## config.mk

```make
export PLATFORM = sky130hd
export DESIGN_NAME = cpd_power_ctl
export DESIGN_NICKNAME = d
export VERILOG_FILES = /design/src/verilog/cpd_pkg.sv /design/src/verilog/cpd_sync.sv /design/src/verilog/cpd_power_ctl.sv
export VERILOG_INCLUDE_DIRS = /design/src /design/src/verilog
export SDC_FILE = /design/constraint.sdc
export NUM_CORES = 1
export LEC_CHECK = 0
export BUFFER_PORTS_ARGS = -buffer_cell sky130_fd_sc_hd__buf_2
export CORE_MARGIN = 4
export CORE_UTILIZATION = 30
export CTS_BUF_LIST = sky130_fd_sc_hd__clkbuf_8 sky130_fd_sc_hd__clkbuf_16
export CTS_CLUSTER_SIZE = 14
export DETAILED_ROUTE_END_ITERATION = 8
export SLEW_MARGIN = 20
export SYNTH_ARGS = -nofsm -noshare
export SYNTH_HDL_FRONTEND = slang
export SYNTH_SLANG_ARGS = --single-unit
```

## constraint.sdc

```tcl
create_clock -name pclk -period 2.4 [get_ports pclk]
set_input_delay 0 -clock pclk [delete_from_list [all_inputs] [get_ports pclk]]
set_output_delay 0 -clock pclk [all_outputs]
set_load 0.05 [all_outputs]
```

## src/verilog/cpd_consts.svh

```systemverilog
`ifndef CPD_CONSTS_SVH
`define CPD_CONSTS_SVH

// APB byte addresses of the power-control registers.
`define CPD_ADDR_STATUS 12'h000
`define CPD_ADDR_CONTROL 12'h004
`define CPD_ADDR_STATE 12'h008
`define CPD_ADDR_TIMER 12'h00C

// Field positions in the status word.
`define CPD_BIT_IE 0
`define CPD_BIT_EXL 1
`define CPD_BIT_ERL 2
`define CPD_BIT_IM_LO 10
`define CPD_BIT_IM_HI 15
`define CPD_BIT_SR 20
`define CPD_BIT_RP 27

// Field positions in the control word.
`define CPD_BIT_DBG_EXIT 0
`define CPD_BIT_DBG_ENTER 1

// Field positions in the state word.
`define CPD_BIT_ST_SLEEP 0
`define CPD_BIT_ST_DRAIN 1
`define CPD_BIT_ST_DEBUG 2
`define CPD_BIT_ST_WAKE 3
`define CPD_BIT_ST_INT_LO 4
`define CPD_BIT_ST_INT_HI 9
`define CPD_BIT_ST_NMI 10
`define CPD_BIT_ST_DINT 11

// Reset values of the status fields, the debug flag and the timer.
`define CPD_RST_IE 1'b0
`define CPD_RST_EXL 1'b0
`define CPD_RST_ERL 1'b1
`define CPD_RST_IM 6'h00
`define CPD_RST_RP 1'b0
`define CPD_RST_SR 1'b0
`define CPD_RST_DEBUG 1'b0
`define CPD_RST_TIMER 32'h0000_0000

// Timing: bus answers with no wait states; pins pass two flops.
`define CPD_APB_WAIT_CYCLES 0
`define CPD_SYNC_STAGES 2

`endif

```

## src/verilog/cpd_pkg.sv

```systemverilog
package cpd_pkg;

  typedef enum logic [2:0] {
    CPD_RUN = 3'b001,
    CPD_DRAIN = 3'b010,
    CPD_SLEEP = 3'b100
  } cpd_state_e;

  typedef struct packed {
    logic rp;
    logic sr;
    logic [5:0] im;
    logic error_level_bit;
    logic exception_level_bit;
    logic ie;
  } cpd_status_s;

  typedef struct packed {
    logic [5:0] int_lines;
    logic nmi;
    logic dint;
    logic soft_rst;
    logic cold_rst;
  } cpd_pins_s;

endpackage

```

## src/verilog/cpd_sync.sv

```systemverilog
`timescale 1ns/10ps
// Two-flop synchroniser for a group of asynchronous pins.
module cpd_sync
  import cpd_pkg::*;
(
  input wire logic pclk,
  input wire logic presetn,
  input wire cpd_pins_s pins_async,
  output cpd_pins_s pins_sync
);

  cpd_pins_s meta_q;
  cpd_pins_s sync_q;

  always_ff @(posedge pclk or negedge presetn) begin
    if (!presetn) begin
      meta_q <= '0;
      sync_q <= '0;
    end else begin
      meta_q <= pins_async;
      sync_q <= meta_q;
    end
  end

  assign pins_sync = sync_q;

endmodule

```

## src/verilog/cpd_power_ctl.sv

```systemverilog
// How it works
// - reduce_power_out mirrors status bit 27.
// - exception_level_out mirrors status bit 1.
// - error_level_out mirrors status bit 2.
// - debug_mode_out is high while the core is in debug mode.
// - A debug interrupt takes a debug exception and enters debug mode.
// - A taken interrupt sets the exception-level bit, raising its output.
// - Wait at memory stage with idle bus stops clocks and freezes pipeline.
// - Wait with busy bus stalls until idle, then stops clocks.
// - Timer and interrupt, NMI, reset and debug pins keep running in sleep.
// - Enabled interrupt, NMI, debug interrupt or reset wakes the core.
// - sleep_out stays high for the whole sleep and falls on wake.
// - Cold and soft reset set the error-level bit to one.
// - Cold and soft reset clear the reduce-power bit to zero.
`timescale 1ns/10ps
`include "cpd_consts.svh"

module cpd_power_ctl
  import cpd_pkg::*;
(
  input wire logic pclk,
  input wire logic presetn,
  input wire logic psel,
  input wire logic penable,
  input wire logic pwrite,
  input wire logic [11:0] paddr,
  input wire logic [31:0] pwdata,
  output logic [31:0] prdata,
  output logic pready,
  output logic pslverr,
  input wire logic [5:0] int_in,
  input wire logic nmi_in,
  input wire logic debug_interrupt_in,
  input wire logic soft_reset_in,
  input wire logic cold_reset_in,
  input wire logic wait_mstage_in,
  input wire logic bus_idle_in,
  output logic reduce_power_out,
  output logic exception_level_out,
  output logic error_level_out,
  output logic debug_mode_out,
  output logic sleep_out,
  output logic core_clk_en_out,
  output logic pipe_stall_out
);

  function automatic logic rise(input logic cur, input logic prev);
    rise = cur & ~prev;
  endfunction

  function automatic logic [31:0] status_word(input cpd_status_s s);
    logic [31:0] w;
    w = 32'h0000_0000;
    w[`CPD_BIT_IE] = s.ie;
    w[`CPD_BIT_EXL] = s.exception_level_bit;
    w[`CPD_BIT_ERL] = s.error_level_bit;
    w[`CPD_BIT_IM_HI:`CPD_BIT_IM_LO] = s.im;
    w[`CPD_BIT_SR] = s.sr;
    w[`CPD_BIT_RP] = s.rp;
    status_word = w;
  endfunction

  function automatic cpd_status_s status_from_word(input logic [31:0] w);
    cpd_status_s s;
    s.ie = w[`CPD_BIT_IE];
    s.exception_level_bit = w[`CPD_BIT_EXL];
    s.error_level_bit = w[`CPD_BIT_ERL];
    s.im = w[`CPD_BIT_IM_HI:`CPD_BIT_IM_LO];
    s.sr = w[`CPD_BIT_SR];
    s.rp = w[`CPD_BIT_RP];
    status_from_word = s;
  endfunction

  function automatic logic is_asleep(input cpd_state_e s);
    is_asleep = (s == CPD_SLEEP);
  endfunction

  function automatic logic is_running(input cpd_state_e s);
    is_running = (s == CPD_RUN);
  endfunction

  // Pin synchronisation.
  cpd_pins_s pins_async;
  cpd_pins_s pins;
  cpd_pins_s pins_prev_q;

  assign pins_async.int_lines = int_in;
  assign pins_async.nmi = nmi_in;
  assign pins_async.dint = debug_interrupt_in;
  assign pins_async.soft_rst = soft_reset_in;
  assign pins_async.cold_rst = cold_reset_in;

  cpd_sync u_sync (
    .pclk(pclk),
    .presetn(presetn),
    .pins_async(pins_async),
    .pins_sync(pins)
  );

  // One cycle of history turns the NMI and debug pins into single-cycle edges.
  always_ff @(posedge pclk or negedge presetn) begin
    if (!presetn) begin
      pins_prev_q <= '0;
    end else begin
      pins_prev_q <= pins;
    end
  end

  // State registers.
  cpd_status_s status_q;
  cpd_status_s status_d;
  cpd_state_e state_q;
  cpd_state_e state_d;
  logic debug_q;
  logic debug_d;
  logic [31:0] timer_q;
  logic [31:0] timer_d;

  // Register bus decode.
  logic pready_q;
  logic pslverr_q;
  logic [31:0] prdata_q;
  logic [31:0] rdata_d;
  wire setup_phase = psel & ~penable;
  wire access_done = psel & penable & pready_q;
  wire hit_status = (paddr == `CPD_ADDR_STATUS);
  wire hit_control = (paddr == `CPD_ADDR_CONTROL);
  wire hit_state = (paddr == `CPD_ADDR_STATE);
  wire hit_timer = (paddr == `CPD_ADDR_TIMER);
  wire hit_any = hit_status | hit_control | hit_state | hit_timer;
  wire wr_status = access_done & pwrite & hit_status;
  wire wr_control = access_done & pwrite & hit_control;
  wire wr_timer = access_done & pwrite & hit_timer;
  wire dbg_exit_req = wr_control & pwdata[`CPD_BIT_DBG_EXIT];
  wire dbg_enter_req = wr_control & pwdata[`CPD_BIT_DBG_ENTER];

  // Event decode.
  wire reset_hold = pins.soft_rst | pins.cold_rst;
  wire nmi_edge = rise(pins.nmi, pins_prev_q.nmi);
  wire dint_edge = rise(pins.dint, pins_prev_q.dint);
  wire int_enabled = (|(pins.int_lines & status_q.im)) & status_q.ie;
  wire int_take = int_enabled & ~status_q.exception_level_bit & ~status_q.error_level_bit & ~debug_q;
  // Wake on an interrupt looks only at IE and IM, not at EXCEPTION_LEVEL_BIT or ERROR_LEVEL_BIT.
  wire wake_by_int = int_enabled;
  wire wake_by_nmi = nmi_edge;
  wire wake_by_dint = dint_edge;
  wire wake_event = wake_by_int | wake_by_nmi | wake_by_dint | reset_hold;
  wire stop_clocks = is_asleep(state_d);
  wire pipe_hold = ~is_running(state_d);

  logic [31:0] state_word;

  always_comb begin
    state_word = 32'h0000_0000;
    state_word[`CPD_BIT_ST_SLEEP] = is_asleep(state_q);
    state_word[`CPD_BIT_ST_DRAIN] = (state_q == CPD_DRAIN);
    state_word[`CPD_BIT_ST_DEBUG] = debug_q;
    state_word[`CPD_BIT_ST_WAKE] = int_enabled;
    state_word[`CPD_BIT_ST_INT_HI:`CPD_BIT_ST_INT_LO] = pins.int_lines;
    state_word[`CPD_BIT_ST_NMI] = pins.nmi;
    state_word[`CPD_BIT_ST_DINT] = pins.dint;
  end

  assign rdata_d = hit_status ? status_word(status_q) :
                   hit_control ? {31'h0000_0000, debug_q} :
                   hit_state ? state_word :
                   hit_timer ? timer_q : 32'h0000_0000;

  // Status register next value; hardware sets win over a software write.
  always_comb begin
    status_d = status_q;
    if (wr_status) begin
      status_d = status_from_word(pwdata);
      status_d.sr = status_q.sr;
    end
    if (int_take) begin
      status_d.exception_level_bit = 1'b1;
    end
    if (nmi_edge) begin
      status_d.error_level_bit = 1'b1;
    end
    // A held reset pin overrides every other update in the same cycle.
    if (reset_hold) begin
      status_d.ie = `CPD_RST_IE;
      status_d.exception_level_bit = `CPD_RST_EXL;
      status_d.im = `CPD_RST_IM;
      status_d.error_level_bit = `CPD_RST_ERL;
      status_d.rp = `CPD_RST_RP;
      status_d.sr = pins.soft_rst & ~pins.cold_rst;
    end
  end

  // Debug mode: entered on a debug exception, left by a control write.
  always_comb begin
    debug_d = debug_q;
    if (dbg_exit_req) begin
      debug_d = 1'b0;
    end
    if (dint_edge | dbg_enter_req) begin
      debug_d = 1'b1;
    end
    if (reset_hold) begin
      debug_d = `CPD_RST_DEBUG;
    end
  end

  // timer runs in sleep
  // The timer has no link to the sequencer, so it keeps counting while the core sleeps.
  assign timer_d = wr_timer ? pwdata : timer_q + 32'h0000_0001;

  // Sleep sequencer.
  // A wait seen in drain or sleep is ignored; only a reset leaves drain early.
  always_comb begin
    state_d = state_q;
    case (state_q)
      CPD_RUN: begin
        if (wait_mstage_in & ~reset_hold) begin
          state_d = bus_idle_in ? CPD_SLEEP : CPD_DRAIN;
        end
      end
      CPD_DRAIN: begin
        if (reset_hold) begin
          state_d = CPD_RUN;
        end else if (bus_idle_in) begin
          state_d = CPD_SLEEP;
        end
      end
      CPD_SLEEP: begin
        if (wake_event) begin
          state_d = CPD_RUN;
        end
      end
      default: begin
        state_d = CPD_RUN;
      end
    endcase
  end

  // Status, debug flag, timer and sequencer share one reset branch.
  always_ff @(posedge pclk or negedge presetn) begin
    if (!presetn) begin
      status_q.ie <= `CPD_RST_IE;
      status_q.exception_level_bit <= `CPD_RST_EXL;
      status_q.error_level_bit <= `CPD_RST_ERL;
      status_q.im <= `CPD_RST_IM;
      status_q.sr <= `CPD_RST_SR;
      status_q.rp <= `CPD_RST_RP;
      debug_q <= `CPD_RST_DEBUG;
      timer_q <= `CPD_RST_TIMER;
      state_q <= CPD_RUN;
    end else begin
      status_q <= status_d;
      debug_q <= debug_d;
      timer_q <= timer_d;
      state_q <= state_d;
    end
  end

  // Ready is low only until the first edge after reset; the slave never inserts waits.
  always_ff @(posedge pclk or negedge presetn) begin
    if (!presetn) begin
      pready_q <= 1'b0;
    end else begin
      pready_q <= 1'b1;
    end
  end

  // Bus answer: data and error are captured in the setup cycle.
  always_ff @(posedge pclk or negedge presetn) begin
    if (!presetn) begin
      pslverr_q <= 1'b0;
      prdata_q <= 32'h0000_0000;
    end else begin
      if (setup_phase) begin
        pslverr_q <= ~hit_any;
        prdata_q <= pwrite ? 32'h0000_0000 : rdata_d;
      end
    end
  end

  // Output flops.
  logic rp_out_q;
  logic exl_out_q;
  logic erl_out_q;
  logic sleep_q;
  logic clk_en_q;
  logic stall_q;

  // Mirrors copy the status flops, so they cannot glitch while the status word settles.
  always_ff @(posedge pclk or negedge presetn) begin
    if (!presetn) begin
      rp_out_q <= `CPD_RST_RP;
      exl_out_q <= `CPD_RST_EXL;
      erl_out_q <= `CPD_RST_ERL;
    end else begin
      rp_out_q <= status_q.rp;
      exl_out_q <= status_q.exception_level_bit;
      erl_out_q <= status_q.error_level_bit;
    end
  end

  // Sleep outputs load from the next state, so they move on the edge the sequencer does.
  always_ff @(posedge pclk or negedge presetn) begin
    if (!presetn) begin
      sleep_q <= 1'b0;
      clk_en_q <= 1'b1;
      stall_q <= 1'b0;
    end else begin
      sleep_q <= stop_clocks;
      clk_en_q <= ~stop_clocks;
      stall_q <= pipe_hold;
    end
  end

  assign reduce_power_out = rp_out_q;
  assign exception_level_out = exl_out_q;
  assign error_level_out = erl_out_q;
  assign debug_mode_out = debug_q;
  assign sleep_out = sleep_q;
  assign core_clk_en_out = clk_en_q;
  assign pipe_stall_out = stall_q;
  assign prdata = prdata_q;
  assign pready = pready_q;
  assign pslverr = pslverr_q;

endmodule

```

==> impl_results.md <==
- Placer Congestion: 0.810
- Status: finished, final reports clean
- Clock buffer depth: 2
- Drt pass-1 iters: 4
- Row count: 45
- Clock share of power: 39.7%
- Worst Setup End Kind: flop
- Total negative slack: 0 ps
- Cell Chain, Critical Path: and3_1 -> nand4_1 -> nor4_1 -> xnor2_1 -> o21ai_1
- Hold crit path type: in2reg
- Synthesized net count: 486
- Vias per std cell: 4.66
- Clock skew: 10.3 ps
- Largest area contributor in the netlist: dfrtp_1
- Initial drt markers: 210
- Setup Viol. Count Final: 0
- Filler cells: 1457
- Vias: 3644
- Syn Std Cell Area: 4680 sq um
- Crit path time final: 2000 ps
- LEAKAGE: 2.87 nW
- Ant. Diodes: 0
- CP required: 2640 ps
- Max Freq: 0.499 GHz
- PwrDens: 599 nW/um^2
- Tcrit/Tclk final: 83.4%
- Mean post-synth cell area: 11.0 sq um
- Tot GR Track Use: 14.1%
- Switching Power: 0.000852 W
- Transition time of the tightest slew-check pin: 684 ps
- Initial antenna violation count: 0
- CP max-delay cell: nor4_1
- Largest net degree at the start of global routing: 59
- Syn Inst Count: 424
- Detail Placement HPWL: 8.65 mm
- Buffers on Ports: 101
- Combinational fraction of design power: 7.6%
- Non-filler instance count after layout: 782
- Flops & latches, synth: 109
- Final Max Slew Viols: 0
- Area fraction of the dominant cell type after synthesis: 56.1%
- Die Height: 133 um
- Layout area overhead: 31.4%
- Detailed Route WL: 12.0 mm
- Proportion of layout cells with a drive suffix above 1: 24.9%
- Worst EP arrival: 2240 ps
- Final net count: 628
- Die W: 133 um
- Htree depth: 3
- Core area: 15300 sq um
- Gates resized, CTS repair: 0
- Total grt overflow: 0
- Maxcap violations: 0
- CTS sink cnt: 109
- CTS buffer count: 9
- Int Power: 0.00283 W
- Root Driver: clkbuf_16
- Worst setup SP type: flop
- Worst skew pair latency: 350 ps
- DRC: 0
- Reg clk slew, reported paths: 70 ps
- Crit path kind: reg2reg
- Seq pwr share: 52.7%
- Count of different cell masters after synthesis: 48
- Initial Util: 30.7%
- CTS tree: yes
- DRT antenna net count: 0
- Largest cells by area after synthesis: dfrtp_1, nand2_1, mux2i_1
- Final Hold Fails: 0
- Slew headroom: 54.0%
- Setup repair after global routing missed its margin: no
- Post-Place Cells: 721
- Crit Path Max Fanout: 11
- Placed cell areas: 5410 sq um
- VDD IR max: 342 uV
- Global-route wire length before repair: 19.8 mm
- Seq/Total Area, Yosys: 58.4%
- Post-CTS Setup Inserts: 0
- Sw Share: 23.1%
- Fin area: 6150 sq um
- Wirelength per Cell: 15.3 um
- Vias in the first global route: 3776
- Critical Path Max Stage Delay: 540 ps
- Boundary Pins: 102
- Full die area: 17700 sq um
- Synth warn: 0
-- metal layers --
metal,GRT usage (%),wire (um),vias to the layer above,share of wire [%]
li1,-,-,1772,-
met1,18.6,5520,1756,46
met2,22.1,5550,100,46
met3,3.88,686,16,5.7
met4,5.43,230,0,1.9
met5,0,0,-,0
-- power by group through the flow --
stage           logic, W  clock network, W  registers (W)
3_3_place_gp    0.000221                 0        0.00197
5_1_grt         0.000311           0.00159        0.00195
3_5_place_dp    0.000225                 0        0.00197
6_report        0.000279           0.00146        0.00194
4_1_cts         0.000283           0.00151        0.00194
2_1_floorplan  0.0000869                 0        0.00198
-- flip-flops by register name, summed over array words and instances, names as in the netlist, 2 cells and up --
signal            count
status_q             11
timer_q              32
state_q               3
u_sync.meta_q        10
u_sync.pins_sync     10
pins_prev_q           2
prdata               32
-- what timing repair did --
item	CTS	global route
endpoints found under the hold margin	89	0
hold buffers	45	0
endpoints found under the setup margin	0	0
-- synth_stat cells, drive strengths merged --
master / n
nor3: 9
buf: 8
xnor2: 22
a221o: 1
a31oi: 1
clkbuf: 15
o21ai: 41
and2: 1
dfrtp: 105
a22o: 17
nand2b: 2
nand3: 11
nor2b: 1
and4: 6
or4: 2
nor3b: 1
nand4: 6
mux2: 3
o31ai: 1
nor4: 15
ha: 1
xor2: 8
mux2i: 20
inv: 10
o41ai: 1
a22oi: 8
conb: 1
a21oi: 5
nand2: 67
mux4: 1
nand3b: 1
a211oi: 1
dfstp: 4
or3: 2
nor2: 18
and3: 4
or2b: 1
or2: 3
-- metrics by stage --
stage	utilization, %	hold WS [ps]	setup WS [ps]	total power (W)
3_5_place_dp	35.4	-35.2	399	0.00220
4_1_cts	40.3	44.2	404	0.00373
3_3_place_gp	35.4	-44.5	431	0.00220
5_1_grt	40.3	60.7	222	0.00385
6_report	40.3	53.8	398	0.00368
2_1_floorplan	-	-296	511	0.00207
-- layout make-up --
type	instances	area (sq um)	share of cell area, %
Sequential cell	109	2730	44.4
Multi-Input combinational cell	282	1780	29.0
Timing Repair Buffer	154	1040	17.0
Tap cell	211	264	4.29
Clock buffer	9	225	3.66
Clock inverter	7	65.1	1.06
Inverter	10	37.5	0.611
-- cells by family (layout without fill, tap and decap cells) --
| logic type | Yosys count | after routing | synth area share (%) |
|---|---|---|---|
| simple gates | 150 | 150 | 16.2 |
| buf+inv | 33 | 180 | 3.72 |
| compound gates | 76 | 76 | 10.3 |
| flops | 109 | 109 | 58.4 |
| xor+xnor | 30 | 30 | 5.61 |
| other cells | 1 | 1 | 0.0801 |
| fa+ha+maj | 1 | 1 | 0.267 |
| mux | 24 | 24 | 5.48 |
-- path summary, 6_finish.rpt --
check,startpoint,endpoint,slack [ps],cells after the start
max in group asynchronous,presetn,state_q[0]$_DFF_PN1_,1590,3
worst min register to register,u_sync.meta_q[3]$_DFF_PN0_,u_sync.pins_sync[3]$_DFF_PN0_,350,0
worst min-delay path,paddr[8],prdata[2]$_DFFE_PN0P_,50,5
worst max-delay path,timer_q[7]$_DFF_PN0_,timer_q[31]$_DFF_PN0_,400,5
min in group asynchronous,presetn,u_sync.meta_q[7]$_DFF_PN0_,110,2
worst max register to register,timer_q[7]$_DFF_PN0_,timer_q[31]$_DFF_PN0_,400,5
-- worst max-delay path: cells and delay by family, from the launching register on --
family / cells / cell delay [ps]
xor gates and xnor gates: 1 / 180
DFF: 1 / 410
and+or+nand+nor: 3 / 1230
AOI/OAI and AO/OA: 1 / 80
-- placed cells by master, fill, tap and decap left out, types with 4 or more instances in the layout --
cell,instances
and4_1,6
a21oi_1,5
dlygate4sd3_1,45
and3_1,4
clkbuf_16,9
buf_4,7
nor4_1,14
xor2_1,8
o21ai_0,40
a22oi_1,8
nand2_1,67
nor3_1,8
mux2i_1,20
dfstp_2,4
buf_2,100
xnor2_1,22
nand3_1,10
nand4_1,6
dfrtp_1,105
nor2_1,17
a22o_1,17
inv_1,11
Note: power is estimated with default switching activity, not from simulation.
